`config.mk`:
```
export PLATFORM = sky130hd
export DESIGN_NAME = scc_top
export DESIGN_NICKNAME = d
export VERILOG_FILES = /design/src/hw/scc_pkg.sv /design/src/hw/scc_div_if.sv /design/src/hw/scc_div.sv /design/src/hw/scc_top.sv
export VERILOG_INCLUDE_DIRS = /design/src /design/src/hw
export SDC_FILE = /design/constraint.sdc
export NUM_CORES = 1
export LEC_CHECK = 0
export BUFFER_PORTS_ARGS = -buffer_cell sky130_fd_sc_hd__buf_2
export CAP_MARGIN = 20
export CORE_UTILIZATION = 45
export DETAILED_ROUTE_END_ITERATION = 12
export PLACE_DENSITY = 0.67
export SLEW_MARGIN = 5
export SYNTH_ARGS = -nofsm -noshare
export SYNTH_HDL_FRONTEND = slang
export SYNTH_SLANG_ARGS = --single-unit
```
`constraint.sdc`:
```
create_clock -name clk -period 4.4 [get_ports clk]
set_clock_uncertainty 0.05 [all_clocks]
set_input_delay 0.22 -clock clk [delete_from_list [all_inputs] [get_ports clk]]
set_output_delay 0.22 -clock clk [all_outputs]
set_load 0.005 [all_outputs]
```
`src/hw/scc_defines.svh`:
```
// Offsets, field positions, reset values and divider ratios of the clock control block
`ifndef SCC_DEFINES_SVH
`define SCC_DEFINES_SVH

`define SCC_AW                 16
`define SCC_OFS_CTRL0          16'h0006
`define SCC_OFS_CTRL1          16'h0007
`define SCC_OFS_PROTECT        16'h000A
`define SCC_OFS_DETECT         16'h000C
`define SCC_OFS_MODE2          16'h001E

`define SCC_RST_CTRL0          8'h48
`define SCC_RST_CTRL1          8'h20
`define SCC_RST_DETECT         8'h00
`define SCC_RST_PROTECT        8'h00
`define SCC_RST_MODE2          8'h00

// Control 0 fields
`define SCC_B_CLKOUT_LO        0
`define SCC_B_CLKOUT_HI        1
`define SCC_B_WAIT_STOP        2
`define SCC_B_SUB_DRIVE        3
`define SCC_B_SUB_PORT         4
`define SCC_B_MAIN_STOP        5
`define SCC_B_DIV8             6
`define SCC_B_SUB_SEL          7
// Control 1 fields
`define SCC_B_ALL_STOP         0
`define SCC_B_PLL_SEL          1
`define SCC_B_MAIN_DRIVE       5
`define SCC_B_DIVF_LO          6
`define SCC_B_DIVF_HI          7
// Detection register fields
`define SCC_B_DET_EN           0
`define SCC_B_ONCHIP_SEL       1
`define SCC_B_DET_FLAG         2
`define SCC_B_MON_FLAG         3
`define SCC_B_DET_ACTION       7
`define SCC_DETECT_RW_MASK     8'hB3
// Protect and mode 2 fields
`define SCC_B_WR_EN            0
`define SCC_B_LOCK             1
`define SCC_B_WDT_SRC          2

// Divider tap indices: /2 /4 /8 /16 /32
`define SCC_NTAP               5
`define SCC_TAP_DIV2           0
`define SCC_TAP_DIV4           1
`define SCC_TAP_DIV8           2
`define SCC_TAP_DIV16          3
`define SCC_TAP_DIV32          4

`endif

```
`src/hw/scc_pkg.sv`:
```
// Types shared by the clock control block
package scc_pkg;
    typedef enum logic [1:0] {
        SCC_SRC_MAIN,
        SCC_SRC_PLL,
        SCC_SRC_ONCHIP,
        SCC_SRC_SUB
    } scc_src_t;

    typedef enum logic [1:0] {
        SCC_CKO_PORT,
        SCC_CKO_SUB,
        SCC_CKO_DIV8,
        SCC_CKO_DIV32
    } scc_cko_t;
endpackage

```
`src/hw/scc_div_if.sv`:
```
// Carrier between the prescaler and the control block
`timescale 1ns/1ps
`default_nettype none
`include "scc_defines.svh"
interface scc_div_if;
    logic                  run;
    logic [`SCC_NTAP-1:0]  tap_en;
    logic [`SCC_NTAP-1:0]  tap_lvl;
    modport ctrl (output run, input tap_en, input tap_lvl);
    modport div  (input run, output tap_en, output tap_lvl);
endinterface
`default_nettype wire

```
`src/hw/scc_div.sv`:
```
// Binary prescaler giving one-cycle enables and square levels
`timescale 1ns/1ps
`default_nettype none
`include "scc_defines.svh"
module scc_div
    import scc_pkg::*;
(
    // Clock and reset
    input  wire logic clk,
    input  wire logic rst,
    // Taps
    scc_div_if.div    dv
);
    logic [`SCC_NTAP-1:0] cnt_q;
    logic [`SCC_NTAP-1:0] cnt_d;

    // Halts while stopped so no edges reach the peripherals
    assign cnt_d = dv.run ? cnt_q + `SCC_NTAP'(1) : cnt_q;

    always_ff @(posedge clk) begin
        if (rst) begin
            cnt_q <= '0;
        end else begin
            cnt_q <= cnt_d;
        end
    end

    genvar i;
    generate
        for (i = 0; i < `SCC_NTAP; i++) begin : g_tap
            assign dv.tap_en[i] = dv.run && (cnt_q[i:0] == {(i + 1){1'b1}});
        end
    endgenerate

    assign dv.tap_lvl = cnt_q;
endmodule
`default_nettype wire

```
`src/hw/scc_top.sv`:
```
// System clock control registers with oscillation stop detection
// Function
// - Wait-stop bit gates peripheral clocks in wait; sub /32 keeps running.
// - Sub drive bit forced high while port select is 0 or on stop.
// - Sub port select: 0 pins are I/O, 1 pins are sub oscillator.
// - Main stop bit halts main oscillator, output pin high, feedback kept.
// - Div8 bit: 1 divide by 8, 0 uses field; set on stop entry unless sub selected.
// - Sub select bit picks sub clock; else main, PLL or on-chip.
// - Control registers writable only after protect write enable is 1.
// - Lock bit ignores writes to wait, main stop, sub, all-stop, PLL bits.
// - Watchdog on-chip source bit ignores writes to all-stop bit.
// - On-chip off and main stopped holds div8 and main drive at 1.
// - Main drive forced high on stop from high/middle or main stop low-speed.
// - All-stop bit enters stop: clocks halt, main out high, sub pins float.
// - PLL select takes effect only with sub and on-chip selects clear.
// - Divider field 00 none, 01 /2, 10 /4, 11 /16 when div8 is 0.
// - Stop detected: interrupt (reset if action bit 0), flag and monitor set; on-chip select kept with PLL or sub as source.
// - Restart detected: interrupt (reset if action bit 0), flag set, monitor cleared.
// - Interrupt only on flag 0 to 1; flag cleared by writing 0 only.
// - Stop detected with main as CPU source and action bit 1 sets on-chip select.
`timescale 1ns/1ps
`default_nettype none
`include "scc_defines.svh"
module scc_top
    import scc_pkg::*;
(
    // Clock and reset
    input  wire logic                 clk,
    input  wire logic                 rst,
    // Register port
    input  wire logic [`SCC_AW-1:0]   reg_addr,
    input  wire logic [7:0]           reg_wdata,
    input  wire logic                 reg_we,
    input  wire logic                 reg_re,
    output logic      [7:0]           reg_rdata,
    // Chip state
    input  wire logic                 single_chip_mode,
    input  wire logic                 wait_mode,
    input  wire logic                 main_osc_alive,
    input  wire logic                 sub_clock_in,
    input  wire logic                 stop_wake,
    // Clock output pin
    output logic                      clkout_port_pin_o,
    output logic                      clkout_port_pin_oe,
    // Oscillator pins
    output logic                      main_osc_out_hold_high,
    output logic                      main_osc_feedback_en,
    output logic                      main_osc_run,
    output logic                      sub_osc_pins_osc,
    output logic                      sub_osc_pins_float,
    output logic                      sub_osc_drive_high,
    output logic                      main_osc_drive_high,
    // Clock tree control
    output scc_src_t                  sysclk_src,
    output logic                      cpu_clk_en,
    output logic                      periph_clk_run,
    output logic                      sub_clock_div32_run,
    output logic                      stop_mode,
    // Detection events
    output logic                      detect_irq,
    output logic                      detect_reset
);
    ////////////////////////////////////////////////////////////////////////////////
    logic [7:0] ctrl0_q, ctrl0_d, ctrl1_q, ctrl1_d, det_q, det_d;
    logic [7:0] prot_q, prot_d, mode2_q, mode2_d;
    logic [7:0] rdata_d;
    logic [2:0] alive_q, wake_q;
    logic [1:0] sub_q;

    scc_div_if dvi ();

    scc_div u_div (
        .clk (clk),
        .rst (rst),
        .dv  (dvi.div)
    );

    // Oscillator and wake levels pass three flops, sub clock two; edge logic reads only the later stages
    always_ff @(posedge clk) begin
        if (rst) begin
            // Oscillator taken as running, so no false return edge after reset
            alive_q <= '1;
            wake_q  <= '0;
            sub_q   <= '0;
        end else begin
            alive_q <= {alive_q[1:0], main_osc_alive};
            wake_q  <= {wake_q[1:0], stop_wake};
            sub_q   <= {sub_q[0], sub_clock_in};
        end
    end

    ////////////////////////////////////////////////////////////////////////////////
    wire sel_ctrl0 = reg_addr == `SCC_OFS_CTRL0;
    wire sel_ctrl1 = reg_addr == `SCC_OFS_CTRL1;
    wire sel_det   = reg_addr == `SCC_OFS_DETECT;
    wire sel_prot  = reg_addr == `SCC_OFS_PROTECT;
    wire sel_mode2 = reg_addr == `SCC_OFS_MODE2;
    wire wr_open   = prot_q[`SCC_B_WR_EN];
    wire wr_ctrl0  = reg_we && sel_ctrl0 && wr_open;
    wire wr_ctrl1  = reg_we && sel_ctrl1 && wr_open;
    wire wr_det    = reg_we && sel_det && wr_open;
    wire lock      = mode2_q[`SCC_B_LOCK];
    wire wdt_src   = mode2_q[`SCC_B_WDT_SRC];

    // Bits that ignore writes while locked
    wire [7:0] keep0 = lock ? 8'hA4 : 8'h00;
    // Watchdog source choice pins the all-stop bit as well
    wire [7:0] keep1 = {6'h00, lock, lock | wdt_src};
    wire [7:0] keepd = lock ? 8'h01 : 8'h00;

    wire sub_sel    = ctrl0_q[`SCC_B_SUB_SEL];
    wire onchip_sel = det_q[`SCC_B_ONCHIP_SEL];
    wire pll_sel    = ctrl1_q[`SCC_B_PLL_SEL];
    wire stopped    = ctrl1_q[`SCC_B_ALL_STOP];

    // Stop entry is the all-stop bit going from 0 to 1
    wire stop_enter = wr_ctrl1 && !keep1[`SCC_B_ALL_STOP]
                      && reg_wdata[`SCC_B_ALL_STOP] && !stopped;
    wire wake_rise  = wake_q[1] && !wake_q[2];

    // Main clock loss and return seen only while detection is on
    wire det_en     = det_q[`SCC_B_DET_EN];
    wire osc_lost   = det_en && alive_q[2] && !alive_q[1];
    wire osc_back   = det_en && !alive_q[2] && alive_q[1] && det_q[`SCC_B_MON_FLAG];
    wire det_event  = osc_lost || osc_back;
    wire det_action = det_q[`SCC_B_DET_ACTION];
    // A set flag masks further interrupts until software writes 0
    wire irq_fire   = det_event && det_action && !det_q[`SCC_B_DET_FLAG];

    ////////////////////////////////////////////////////////////////////////////////
    always_comb begin
        ctrl0_d = wr_ctrl0 ? ((reg_wdata & ~keep0) | (ctrl0_q & keep0)) : ctrl0_q;
        ctrl1_d = wr_ctrl1 ? ((reg_wdata & ~keep1) | (ctrl1_q & keep1)) : ctrl1_q;
        det_d   = det_q;
        prot_d  = (reg_we && sel_prot) ? reg_wdata : prot_q;
        mode2_d = (reg_we && sel_mode2) ? reg_wdata : mode2_q;

        if (wr_det) begin
            det_d[`SCC_B_DET_EN]     = keepd[0] ? det_q[`SCC_B_DET_EN]
                                                : reg_wdata[`SCC_B_DET_EN];
            det_d[`SCC_B_ONCHIP_SEL] = reg_wdata[`SCC_B_ONCHIP_SEL];
            det_d[5:4]               = reg_wdata[5:4];
            det_d[`SCC_B_DET_ACTION] = reg_wdata[`SCC_B_DET_ACTION];
            // Only a written 0 clears the flag
            if (!reg_wdata[`SCC_B_DET_FLAG]) begin
                det_d[`SCC_B_DET_FLAG] = 1'b0;
            end
        end

        // Detection events win over a software clear in the same cycle
        if (det_event) begin
            det_d[`SCC_B_DET_FLAG] = 1'b1;
        end
        if (osc_lost) begin
            det_d[`SCC_B_MON_FLAG] = 1'b1;
            // PLL as source leaves on-chip select untouched
            if (det_action && !pll_sel && !sub_sel) begin
                det_d[`SCC_B_ONCHIP_SEL] = 1'b1;
            end
        end
        if (osc_back) begin
            det_d[`SCC_B_MON_FLAG] = 1'b0;
        end

        if (stop_enter) begin
            ctrl0_d[`SCC_B_SUB_DRIVE] = 1'b1;
            if (!sub_sel) begin
                ctrl0_d[`SCC_B_DIV8] = 1'b1;
            end
            if (!sub_sel && !onchip_sel) begin
                ctrl1_d[`SCC_B_MAIN_DRIVE] = 1'b1;
            end
        end
        // Held bits act on the next value, so no write can undo them
        if (!ctrl0_d[`SCC_B_SUB_PORT]) begin
            ctrl0_d[`SCC_B_SUB_DRIVE] = 1'b1;
        end
        if (ctrl0_d[`SCC_B_MAIN_STOP] && ctrl0_d[`SCC_B_SUB_SEL]) begin
            ctrl1_d[`SCC_B_MAIN_DRIVE] = 1'b1;
        end
        if (!det_d[`SCC_B_ONCHIP_SEL] && ctrl0_d[`SCC_B_MAIN_STOP]) begin
            ctrl0_d[`SCC_B_DIV8]       = 1'b1;
            ctrl1_d[`SCC_B_MAIN_DRIVE] = 1'b1;
        end
        // Stop is left by a wake event or by a write of 0 to the all-stop bit
        if (stopped && wake_rise) begin
            ctrl1_d[`SCC_B_ALL_STOP] = 1'b0;
        end
    end

    always_ff @(posedge clk) begin
        if (rst) begin
            ctrl0_q <= `SCC_RST_CTRL0;
            ctrl1_q <= `SCC_RST_CTRL1;
            det_q   <= `SCC_RST_DETECT;
            prot_q  <= `SCC_RST_PROTECT;
            mode2_q <= `SCC_RST_MODE2;
        end else begin
            ctrl0_q <= ctrl0_d;
            ctrl1_q <= ctrl1_d;
            det_q   <= det_d;
            prot_q  <= prot_d;
            mode2_q <= mode2_d;
        end
    end

    ////////////////////////////////////////////////////////////////////////////////
    // Read mux; unmapped addresses read zero
    // Detection bit 6 reads 0; the monitor flag cannot be written
    always_comb begin
        rdata_d = 8'h00;
        if (sel_ctrl0) begin
            rdata_d = ctrl0_q;
        end else if (sel_ctrl1) begin
            rdata_d = ctrl1_q;
        end else if (sel_det) begin
            rdata_d = det_q & (`SCC_DETECT_RW_MASK | 8'h0C);
        end else if (sel_prot) begin
            rdata_d = prot_q;
        end else if (sel_mode2) begin
            rdata_d = mode2_q;
        end
    end

    ////////////////////////////////////////////////////////////////////////////////
    scc_src_t src_d;
    assign src_d = sub_sel    ? SCC_SRC_SUB :
                   onchip_sel ? SCC_SRC_ONCHIP :
                   pll_sel    ? SCC_SRC_PLL : SCC_SRC_MAIN;

    wire [1:0] div_field = ctrl1_q[`SCC_B_DIVF_HI:`SCC_B_DIVF_LO];
    logic cpu_en_d;
    assign cpu_en_d = stopped ? 1'b0 :
        ctrl0_q[`SCC_B_DIV8] ? dvi.tap_en[`SCC_TAP_DIV8] :
        (div_field == 2'h0) ? 1'b1 :
        (div_field == 2'h1) ? dvi.tap_en[`SCC_TAP_DIV2] :
        (div_field == 2'h2) ? dvi.tap_en[`SCC_TAP_DIV4] :
                              dvi.tap_en[`SCC_TAP_DIV16];
    // Prescaler halts in stop so no derived enable leaks out
    assign dvi.run = !stopped;

    scc_cko_t cko;
    assign cko = scc_cko_t'(ctrl0_q[`SCC_B_CLKOUT_HI:`SCC_B_CLKOUT_LO]);
    logic cko_lvl;
    always_comb begin
        unique case (cko)
            SCC_CKO_PORT:  cko_lvl = 1'b0;
            SCC_CKO_SUB:   cko_lvl = sub_q[1];
            SCC_CKO_DIV8:  cko_lvl = dvi.tap_lvl[`SCC_TAP_DIV8];
            SCC_CKO_DIV32: cko_lvl = dvi.tap_lvl[`SCC_TAP_DIV32];
        endcase
    end

    // All pin and tree outputs come from flops
    always_ff @(posedge clk) begin
        if (rst) begin
            reg_rdata              <= 8'h00;
            clkout_port_pin_o      <= 1'b0;
            clkout_port_pin_oe     <= 1'b0;
            main_osc_out_hold_high <= 1'b0;
            main_osc_feedback_en   <= 1'b1;
            main_osc_run           <= 1'b1;
            sub_osc_pins_osc       <= 1'b0;
            sub_osc_pins_float     <= 1'b0;
            sub_osc_drive_high     <= 1'b1;
            main_osc_drive_high    <= 1'b1;
            sysclk_src             <= SCC_SRC_MAIN;
            cpu_clk_en             <= 1'b0;
            periph_clk_run         <= 1'b1;
            sub_clock_div32_run    <= 1'b1;
            stop_mode              <= 1'b0;
            detect_irq             <= 1'b0;
            detect_reset           <= 1'b0;
        end else begin
            reg_rdata              <= reg_re ? rdata_d : 8'h00;
            clkout_port_pin_o      <= cko_lvl;
            clkout_port_pin_oe     <= single_chip_mode && (cko != SCC_CKO_PORT);
            main_osc_out_hold_high <= ctrl0_q[`SCC_B_MAIN_STOP] || stopped;
            main_osc_feedback_en   <= !stopped;
            main_osc_run           <= !ctrl0_q[`SCC_B_MAIN_STOP] && !stopped;
            sub_osc_pins_osc       <= ctrl0_q[`SCC_B_SUB_PORT] && !stopped;
            sub_osc_pins_float     <= ctrl0_q[`SCC_B_SUB_PORT] && stopped;
            sub_osc_drive_high     <= ctrl0_q[`SCC_B_SUB_DRIVE];
            main_osc_drive_high    <= ctrl1_q[`SCC_B_MAIN_DRIVE];
            sysclk_src             <= src_d;
            cpu_clk_en             <= cpu_en_d;
            // Divided sub clock stays up in wait to keep timekeeping alive
            periph_clk_run         <= !stopped
                && !(wait_mode && ctrl0_q[`SCC_B_WAIT_STOP]);
            sub_clock_div32_run    <= !stopped;
            stop_mode              <= stopped;
            detect_irq             <= irq_fire;
            detect_reset           <= det_event && !det_action;
        end
    end
endmodule
`default_nettype wire

```
## After elaboration in Yosys (flattened, before gate mapping)

Cells that the tools add are included.

- Output and inout port bits: 25
- Flip-flop bits (word level): 76
- Word-level logic and storage cells: 152
- Input port bits: 33

- Reduce and logical (&&, ||, !) cells: 64
- Equal/unequal tests: 14
- Muxes and demuxes: 27
- Bitwise operators: 12
- Add/sub/neg operators: 1

Operators by type and width:

| cell | number |
|---|---|
| $mux 8 | 7 |
| $logic_and 1x1->1 | 36 |
| $eq 16x3->1 const B | 2 |
| $eq 16x4->1 const B | 2 |
| $and 8x8->8 | 3 |
| $eq 16x5->1 const B | 1 |
| $or 8x8->8 | 2 |
| $mux 1 | 15 |
| $logic_not 1->1 | 13 |
| $reduce_or 2->1 | 5 |
| $and 8x2->8 | 1 |
| $eq 2x2->1 const B | 4 |
| $not 2->8 | 1 |
| $not 8->8 | 1 |
| $mux 6 | 1 |
| $reduce_or 3->1 | 2 |
| $add 5x1->5 const B | 1 |
| $eq 2x1->1 const B | 2 |
| $eq 4x4->1 const B | 1 |
| $logic_not 2->1 | 2 |
| $mux 2 | 2 |
| $pmux 1 s4 | 1 |
| $reduce_and 2->1 | 2 |
| $reduce_bool 2->1 | 2 |
| other kinds (6) | 9 |

## Longest topological paths before layout

Gate-level depths: netlist (run 1).

- Depth after elaboration: 9
- Mapped depth: 8
- Depth with buffers taken out: 6

## Hierarchy

From an unflattened synthesis (run 1), not the netlist that was laid out.

- Cells, all modules: 363
- Area, all modules: 3310.7 sq um

Modules (own cells, without submodules):

| module | cells an instance | sequential area each (sq um) | times used | area an instance (sq um) |
|---|---|---|---|---|
| scc_top | 336 | 1421.4 | 1 | 3024.2 |
| scc_div | 27 | 100.1 | 1 | 286.5 |

## Least setup slack after synthesis (run 1)

Ideal clock, no wire load.

- Path type: input-to-reg
- From: input port reg_addr[9]
- To: register ctrl0_q[3]
- Path buffers: 2
- Data required time: 4216 ps
- Library setup time: 134 ps
- Data arrival time: 2410 ps
- Stages on the path: 7
- Path slack: 1806 ps
- Path through: or4_1 > or4_1 > buf_2 > or2_1 > buf_6 > mux2_4 > or4_1

- Longest elaborated chain between the ends: 7
- Elaborated cells between the ends (all ways): 12
- Those cells by class: eq/ne (2); mux (1); bitwise (1); reduce/logical (8)

Ends and longest elaborated chain:

| what | RTL line | source |
|---|---|---|
| start, declared | scc_top.sv:31 | `` input wire logic [`SCC_AW-1:0] reg_addr, `` |
| $eq 16x3->1 (no line) | - |  |
| $logic_and 1x1->1 (2 in series) | scc_top.sv:100 | `wire wr_ctrl1 = reg_we && sel_ctrl1 && wr_open;` |
| $logic_and 1x1->1 (3 in series) | scc_top.sv:117 | `` wire stop_enter = wr_ctrl1 && !keep1[`SCC_B_ALL_STOP] `` |
| $reduce_or 3->1 (no line) | - |  |
| end signal, assigned | scc_top.sv:193 | `` ctrl0_q <= `SCC_RST_CTRL0; `` |
| end signal, assigned | scc_top.sv:199 | `ctrl0_q <= ctrl0_d;` |
| end, declared | scc_top.sv:64 | `logic [7:0] ctrl0_q, ctrl0_d, ctrl1_q, ctrl1_d, det_q, det_d;` |

Several ways; a longest one is shown, not always the timed one.
A chain may end at the register's enable or synchronous reset.

## Worst setup path after layout (run 1)

Ends and elaborated chain as after synthesis.

==> results.md, run 1 <==
- Final Hold Viols: 0
- Most common cell on crit path: or4_1
- Slew margin rel.: 0.509
- FF+latch count, synth: 76
- Area of the die: 7190 um2
- Clock Pin Slew Worst Setup and Hold Paths: 0.07 ns
- Synth top area cells: dfxtp_1 49%, a21oi_1 6.3%, mux2i_1 5.8%
- Max Cap Viol: 0
- Die Y-Extent: 84.8 um
- Core ar.: 6490 um2
- Initial antenna violation count: 0
- Top-area cell type share of the netlist area: 0.493
- HP Class: primary input to register
- M3 GR Usage: 0.0501
- CP required: 4.58 ns
- Leading area contributor after synthesis: dfxtp_1
- Latest clock arrival within the worst-skew pair: 0.35 ns
- # clock sinks: 76
- First-pass GRT wire length: 12.3 mm
- Residual DRC: 1
- Crit path kind: primary input to register
- IO Port Bufs: 57
- Tightest Pin Transition: 0.726 ns
- Mapped Avg Cell Area: 8.82 um2
- Status: finished, violations left
- Startpoint types: primary input
- RSZ-0062 raised after global routing: false
- Min cycle time layout: 2.60 ns
- Maximum VDD drop: 0.169 mV
- Clk buf depth: 2
- Max H-tree Level: 3
- Vias post-DR: 2678
- TritonRoute pass-1 iters: 8
- Diodes inserted: 0
- Synth Instances: 350
- Drt wl/cell: 15.5 um
- Post-synth ARST share: 0
- Post-Route WL: 7.49 mm
- Starting Density: 0.475
- CP peak stage delay: 0.76 ns
- GR peak layer: met2
- Final net count: 436
- Final setup violation count: 0
- Crit-path cells: buf_2 > or4_1 > or4_1 > or2_1 > mux2_4 > or4_1
- I/O pin cnt: 58
- Crit path arrival time: 2.79 ns
- Synth cell types: 46
- M1 GR Usage: 0.288
- Area Growth Syn to Fin: 15.9%
- Syn nets: 385
- Grt total ovfl: 0
- GRT Overall Usage: 0.224
- Fin crit share: 0.592
- Largest delay share family, worst path: simple AND/OR/NAND/NOR gates
- Sequential cell area fraction in the yosys report: 0.493
- Top cells by count, synth: 76 x dfxtp_1, 39 x a21oi_1, 34 x nor2_1
- Number of global-route vias before repair: 2573
- CP max FO: 17
- Cts bufs inserted: 9
- Primary FF master, synth: dfxtp_1
- Fillcell total: 617
- Clk root buf: clkbuf_8
- CTS resizes: 0
- Pleak: 0.00142 uW
- Pin count of the biggest net entering global routing: 67
- First DRT Iteration DRCs: 227
- PD cells: 335 nW/um2
- CP max stage cell: or4_1
- DP Worst Slack: 1.42 ns
- Met2 Use GR: 0.361
- Ys Warns: 0
- Post-synth EDFFs: 0
- Failing checks: DRC
- Setup tns final: 0 ns
- Crit path setup slack, layout: 1.80 ns
- Cell area after synthesis: 3090 um2
- Fmax: 384 MHz
- DP Wirelength: 5.14 mm
- Layout cell share with drive strength beyond 1: 0.222
- CTS tree: done
- Most numerous cell in the Yosys netlist: dfxtp_1
- Die X: 84.8 um
- CP bufs+invs: 1
- Crit. End Element: register
- Num rows: 29
- Routed Antenna Nets: 0
- Pins Over Slew Limit: 0
- Vias per std cell: 5.56
- GPL Wtd Cong: 0.881
[per-stage QoR]
step	cell area (um2)	util	std cells	hold slack [ns]	total power (uW)
2_1_floorplan	3090	-	350	0.260	742
3_3_place_gp	3390	0.523	465	0.354	770
3_5_place_dp	3390	0.523	465	0.358	772
4_1_cts	3550	0.547	481	0.0152	1200
5_1_grt	3570	0.550	482	0.0268	1240
6_report	3570	0.550	482	0.0220	1200
[cell usage in the layout, fill, tap and decap left out, types with 3 or more instances in the layout]
master and n:
a21oi_1 39, a22oi_1 7, buf_2 57, buf_4 3, clkbuf_1 3, clkbuf_8 9, clkinv_2 3, dfxtp_1 76
inv_1 8, mux2i_1 18, nand2_1 31, nand2b_1 3, nand3_1 18, nand4b_1 3, nor2_1 34, nor2b_1 7
nor3_1 10, nor4_1 6, o21ai_0 10, o22ai_1 9, or2_2 12, or3_1 3, or4_1 3, xor2_1 3
[kinds of logic (layout without fill, tap and decap cells)]
kind of cell,after synthesis,in the layout,synth area share
and+or+nand+nor,143,143,0.240
AOI/OAI and AO/OA,76,76,0.143
DFF,76,76,0.493
buffers and inverters,30,85,0.0406
muxes,20,20,0.0669
xor gates and xnor gates,3,3,0.00852
adders and majority gates,2,2,0.00811
[layer usage]
layer  wire length (um)  part of all wire  vias up
met1               3370              0.45     1227
met3                474             0.063       11
li1                   -                 -     1341
met2               3500              0.47       99
met5                  0                 0        -
met4                142             0.019        0
[cell type report]
type	instances	area [um2]	area share
multi-input cells	244	1440	0.403
repair buffers	62	338	0.0945
flip-flops and latches	76	1520	0.426
well taps	77	96.3	0.0270
clock inverters	3	15.0	0.00420
clock buffers	12	135	0.0378
inverters	8	30.0	0.00840
[report_power, final]
| group | internal (uW) | switching [uW] | total, uW | leakage [uW] |
|---|---|---|---|---|
| clock network | 199 | 241 | 440 | 0.0000800 |
| logic | 25.5 | 36.5 | 62.0 | 0.000725 |
| registers | 693 | 3.73 | 697 | 0.000614 |
[flip-flops by register name, indices dropped and copies added (netlist names), 2 cells and up, named ones only]
register	flops
mode2_q	8
prot_q	8
reg_rdata	8
ctrl0_q	7
det_q	7
ctrl1_q	6
u_div.dv.tap_lvl	5
alive_q	3
wake_q	3
sub_q	2
sysclk_src	2
[worst paths after layout]
path | from | end | slack, ns | cells past startpoint
max reg2reg | prot_q[0]$_SDFFE_PP0P_ | ctrl0_q[3]$_SDFFE_PP1N_ | 2.40 | 5
min | sub_clock_in | sub_q[0]$_SDFF_PP0_ | 0.02 | 2
max | reg_addr[9] | ctrl0_q[3]$_SDFFE_PP1N_ | 1.80 | 6
min reg2reg | alive_q[0]$_SDFF_PP1_ | alive_q[1]$_SDFF_PP1_ | 0.39 | 1
[timing repair]
action	in CTS	in global routing
endpoints found under the hold margin	1	0
hold buffers	1	0
buffers inserted	0	0
No activity file was read; power rests on OpenSTA's default activity.
==> run 2, diff against run 1 <==
Clock period 4.4 ns to 2.5 ns, I/O delays scaled along.
==> run 2 against run 1 <==
Against the previous run: the run still ends with DRC left; die area unchanged; hold slack worse by 0.019 ns; wire length down 2.3%; sequential power up 76%; sequential share of layout area down 1.5 points; largest power group unchanged.
==> results.md, run 2 (same netlist as run 1, synthesis figures left out) <==
- Pin count of the biggest net entering global routing: 61
- Critical Path Start: reg_addr[13]
- First-pass GRT wire length: 12.2 mm
- Maximum VDD drop: 0.247 mV
- Area of the die: 7190 um2
- Die Y-Extent: 84.8 um
- R2r worst-path depth: 5
- Postcts setup bufs: 0
- I/O pin cnt: 58
- Grt total ovfl: 0
- Crit path arrival time: 2.33 ns
- Die X: 84.8 um
- Post-layout util: 0.571
- Crit path to: ctrl0_q[3]$_SDFFE_PP1N_
- Diodes inserted: 0
- Core ar.: 6490 um2
- Number of global-route vias before repair: 2467
- Final net count: 447
- CTS resizes: 0
- Crit. End Element: register
- Worst R2R Setup Slack: 0.53 ns
- Cts bufs inserted: 9
- GRT Overall Usage: 0.216
- Min cycle time layout: 2.17 ns
- RSZ-0062 raised after global routing: false
- Reg2reg end: ctrl0_q[3]$_SDFFE_PP1N_
- # clock sinks: 76
- PD cells: 616 nW/um2
- Residual DRC: 1
- CP max stage cell: or4_1
- Crit path kind: primary input to register
- Clock Pin Slew Worst Setup and Hold Paths: 0.07 ns
- Drt wl/cell: 14.8 um
- Num rows: 29
- Clk buf depth: 2
- Pleak: 0.00148 uW
- CTS tree: done
- Post-Route WL: 7.32 mm
- Startpoint types: primary input
- DP Wirelength: 5.15 mm
- Most common cell on crit path: or4_1
- Commonest non-fill, non-tap cells in the layout: 76 x dfxtp_1, 57 x buf_2, 39 x a21oi_1, 34 x nor2_1, 31 x nand2_1
- CP max FO: 4
- Area Growth Syn to Fin: 20.1%
- Largest registers: mode2_q x8, prot_q x8, reg_rdata x8
- Clk root buf: clkbuf_8
- Slew margin rel.: 0.607
- Vias post-DR: 2722
- Fmax: 461 MHz
- Hold path cells: 2
- Starting Density: 0.475
- CP peak stage delay: 0.57 ns
- Vias per std cell: 5.51
- Initial antenna violation count: 0
- CP required: 2.67 ns
- Fin crit share: 0.867
- Hold_buf cts: 4
- Routed Antenna Nets: 0
- WHS: 0.00316 ns
- Failing checks: DRC
- Tightest Pin Transition: 0.585 ns
- Pins Over Slew Limit: 0
- Most common cell after layout, fill and taps aside: dfxtp_1
- Latest clock arrival within the worst-skew pair: 0.34 ns
- Crit-path cells: buf_2 > or4_4 > or4_1 > or2_1 > mux2_4 > or4_1
- Layout cell share with drive strength beyond 1: 0.240
- Status: finished, violations left
- HP Class: primary input to register
- IO Port Bufs: 57
- GPL Wtd Cong: 0.831
- Final setup violation count: 0
- Final Hold Viols: 0
- TritonRoute pass-1 iters: 9
- Worst R2R Start: prot_q[0]$_SDFFE_PP0P_
- Max H-tree Level: 3
- Max Cap Viol: 0
- First DRT Iteration DRCs: 225
## run 2: cell count changes in the layout (fill, tap and decap cells not counted), sizes merged
cell | previous run | this run
buf | 61 | 69
bufinv | 0 | 1
clkbuf | 12 | 13
clkinv | 3 | 0
clkinvlp | 0 | 2
dlygate4sd3 | 1 | 4
## run 2: critical path, delay by kind of cell
kind,cells,cell delay (ns)
mux,1,0.30
buf+inv,1,0.09
simple gates,4,1.81
## run 2: where the power goes
part | switching, uW | internal (uW)
sequential | 6.71 | 1220
clock | 428 | 517
combinational | 65.3 | 48.8
total | 500 | 1780
## run 2: layout make-up
class	instances	area, um2
Clock inverter	3	45.0
Fill cell	602	2790
Tap cell	77	96.3
Inverter	8	30.0
Multi-Input combinational cell	244	1440
Timing Repair Buffer	73	415
Sequential cell	76	1520
Clock buffer	13	159
## run 2: stage by stage
step	cells	total power [uW]	setup TNS [ns]	area (um2)	worst slack (ns)
finish	494	2280	0	3710	0.332
CTS	494	2300	0	3710	0.345
global placement	474	1360	0	3460	0.0487
floorplan	350	1310	0	3090	0.000908
global route	494	2360	0	3710	0.300
detailed placement	474	1360	-0.0133	3460	-0.0133
## run 2: per-layer routing
metal | up-vias | global-route usage | part of all wire
met5 | - | 0 | 0
met3 | 12 | 0.0364 | 0.053
li1 | 1358 | - | -
met2 | 83 | 0.336 | 0.46
met4 | 0 | 0.0955 | 0.017
met1 | 1269 | 0.296 | 0.47
## run 2: how the worst min path moves through the flow
stage | startpoint | endpoint | slack, ns
after global routing | rst | clkout_port_pin_oe$_SDFF_PP0_ | 0.02
after CTS | rst | sub_q[0]$_SDFF_PP0_ | 0.002
after detailed placement | main_osc_alive | alive_q[0]$_SDFF_PP1_ | 0.26
after floorplan | rst | stop_mode$_SDFF_PP0_ | 0.17
after global placement | main_osc_alive | alive_q[0]$_SDFF_PP1_ | 0.26
final | rst | sub_q[0]$_SDFF_PP0_ | 0.003
==> run 3, diff against run 2 <==
Settings changed: CTS_BUF_LIST set to sky130_fd_sc_hd__clkbuf_8.
==> run 3 against run 2 <==
Against the previous run: the flow still finishes with violations (DRC); via count down 0.18%; wire length unchanged; setup slack worse by 0.0042 ns; largest power group unchanged; clock power down 1%; count of clock-buffer cells in the layout down 2; critical path depth unchanged; first-iteration DRC count up 5.3%; final area unchanged; power down 0.40%; global-route usage about the same; non-clock buffer count unchanged.
==> results.md, run 3 (same netlist as run 1, synthesis figures left out) <==
- Status: finished, violations left
- Failing checks: DRC
- WHS: 0.00386 ns
- Fin crit share: 0.869
- Initial antenna violation count: 0
- Drt wl/cell: 14.8 um
- IO Port Bufs: 57
- Placed Area: 3460 um2
- First DRT Iteration DRCs: 237
- Post-layout util: 0.571
- Clk buf depth: 2
- DP Wirelength: 5.15 mm
- Final Cell Area: 3710 um2
- Placed Cells: 474
- I/O pin cnt: 58
- Slew margin rel.: 0.579
- Tightest Pin Transition: 0.627 ns
- GPL Wtd Cong: 0.831
- Sequential Power Share: 0.539
- Grt total ovfl: 0
- Post-Route WL: 7.32 mm
- HP Class: primary input to register
- CTS resizes: 0
- Max H-tree Level: 3
- PD cells: 614 nW/um2
- Sw frac: 0.219
- Fin cells: 494
- # clock sinks: 76
- Die Y-Extent: 84.8 um
- Diodes inserted: 0
- TritonRoute pass-1 iters: 9
- Clock share of power: 0.411
- Starting Density: 0.475
- Crit path arrival time: 2.34 ns
- GRT Overall Usage: 0.217
- Largest registers: mode2_q x8, prot_q x8, reg_rdata x8
- Most common cell after layout, fill and taps aside: dfxtp_1
- Switching power: 499 uW
- Pleak: 0.00149 uW
- Commonest non-fill, non-tap cells in the layout: 76 x dfxtp_1, 57 x buf_2, 39 x a21oi_1, 34 x nor2_1, 31 x nand2_1
- Crit path kind: primary input to register
- First-pass GRT wire length: 12.2 mm
- Combinational fraction of design power: 0.050
- Routed Antenna Nets: 0
- Residual DRC: 1
- Hold path startpoint: rst
- Vias per std cell: 5.50
- Min cycle time layout: 2.17 ns
- Startpoint types: primary input
- Maximum VDD drop: 0.245 mV
- Clock Pin Slew Worst Setup and Hold Paths: 0.07 ns
- Clk root buf: clkbuf_8
- Latest clock arrival within the worst-skew pair: 0.34 ns
- CP max FO: 4
- Final Hold Viols: 0
- Internal power: 1780 uW
- Pin count of the biggest net entering global routing: 61
- Final setup violation count: 0
- Max Cap Viol: 0
- Num rows: 29
- Vias post-DR: 2717
- Core ar.: 6490 um2
- Crit. End Element: register
- Area of the die: 7190 um2
- Fmax: 460 MHz
- Die X: 84.8 um
- Number of global-route vias before repair: 2464
- Worst R2R Start: prot_q[0]$_SDFFE_PP0P_
- Area Growth Syn to Fin: 20.1%
- CP required: 2.67 ns
- Pins Over Slew Limit: 0
- RSZ-0062 raised after global routing: false
- CTS tree: done
- Final net count: 447
- Critical Path Start: reg_addr[13]
- Layout cell share with drive strength beyond 1: 0.240
- Cts bufs inserted: 9
- Setup tns final: 0 ns
-- run 3: through the flow --
step                total power, uW  setup slack [ns]
finish                         2280             0.328
global route                   2360             0.300
CTS                            2290             0.345
detailed placement             1360           -0.0133
global placement               1360            0.0487
floorplan                      1310          0.000908
-- run 3: critical path, cell delays in order --
cell	delay [ns]
buf_2	0.09
or4_4	0.54
or4_1	0.57
or2_1	0.31
mux2_4	0.31
or4_1	0.39
-- run 3: power groups by stage --
stage          sequential, uW  combinational (uW)  clock, uW
6_report                 1230                 114        936
5_1_grt                  1230                 125       1010
4_1_cts                  1230                 114        953
3_5_place_dp             1250                 109          0
3_3_place_gp             1250                 108          0
2_1_floorplan            1250                54.1          0
-- run 3: final timing paths --
kind	end	slack, ns	cells past startpoint
setup reg to reg	ctrl0_q[3]$_SDFFE_PP1N_	0.52	5
hold reg to reg	wake_q[1]$_SDFF_PP0_	0.39	1
setup / recovery	ctrl0_q[3]$_SDFFE_PP1N_	0.33	6
hold / removal	sub_q[0]$_SDFF_PP0_	0.004	2
-- run 3: metal layers --
metal	vias to the layer above	routed length (um)	track usage
met2	90	3370	0.336
met5	-	0	0
met4	0	127	0.0955
met3	12	376	0.0364
met1	1256	3440	0.298
li1	1359	-	-
-- run 3: repair_timing --
item	in CTS	in global routing
hold buffers	4	0
buffers inserted	0	0
hold endpoints to repair	4	0
-- run 3: layout make-up --
class	instances	area, um2
Fill cell	602	2790
Inverter	8	30.0
Multi-Input combinational cell	244	1440
Clock buffer	11	151
Tap cell	77	96.3
Clock inverter	5	52.6
Timing Repair Buffer	73	415
Sequential cell	76	1520
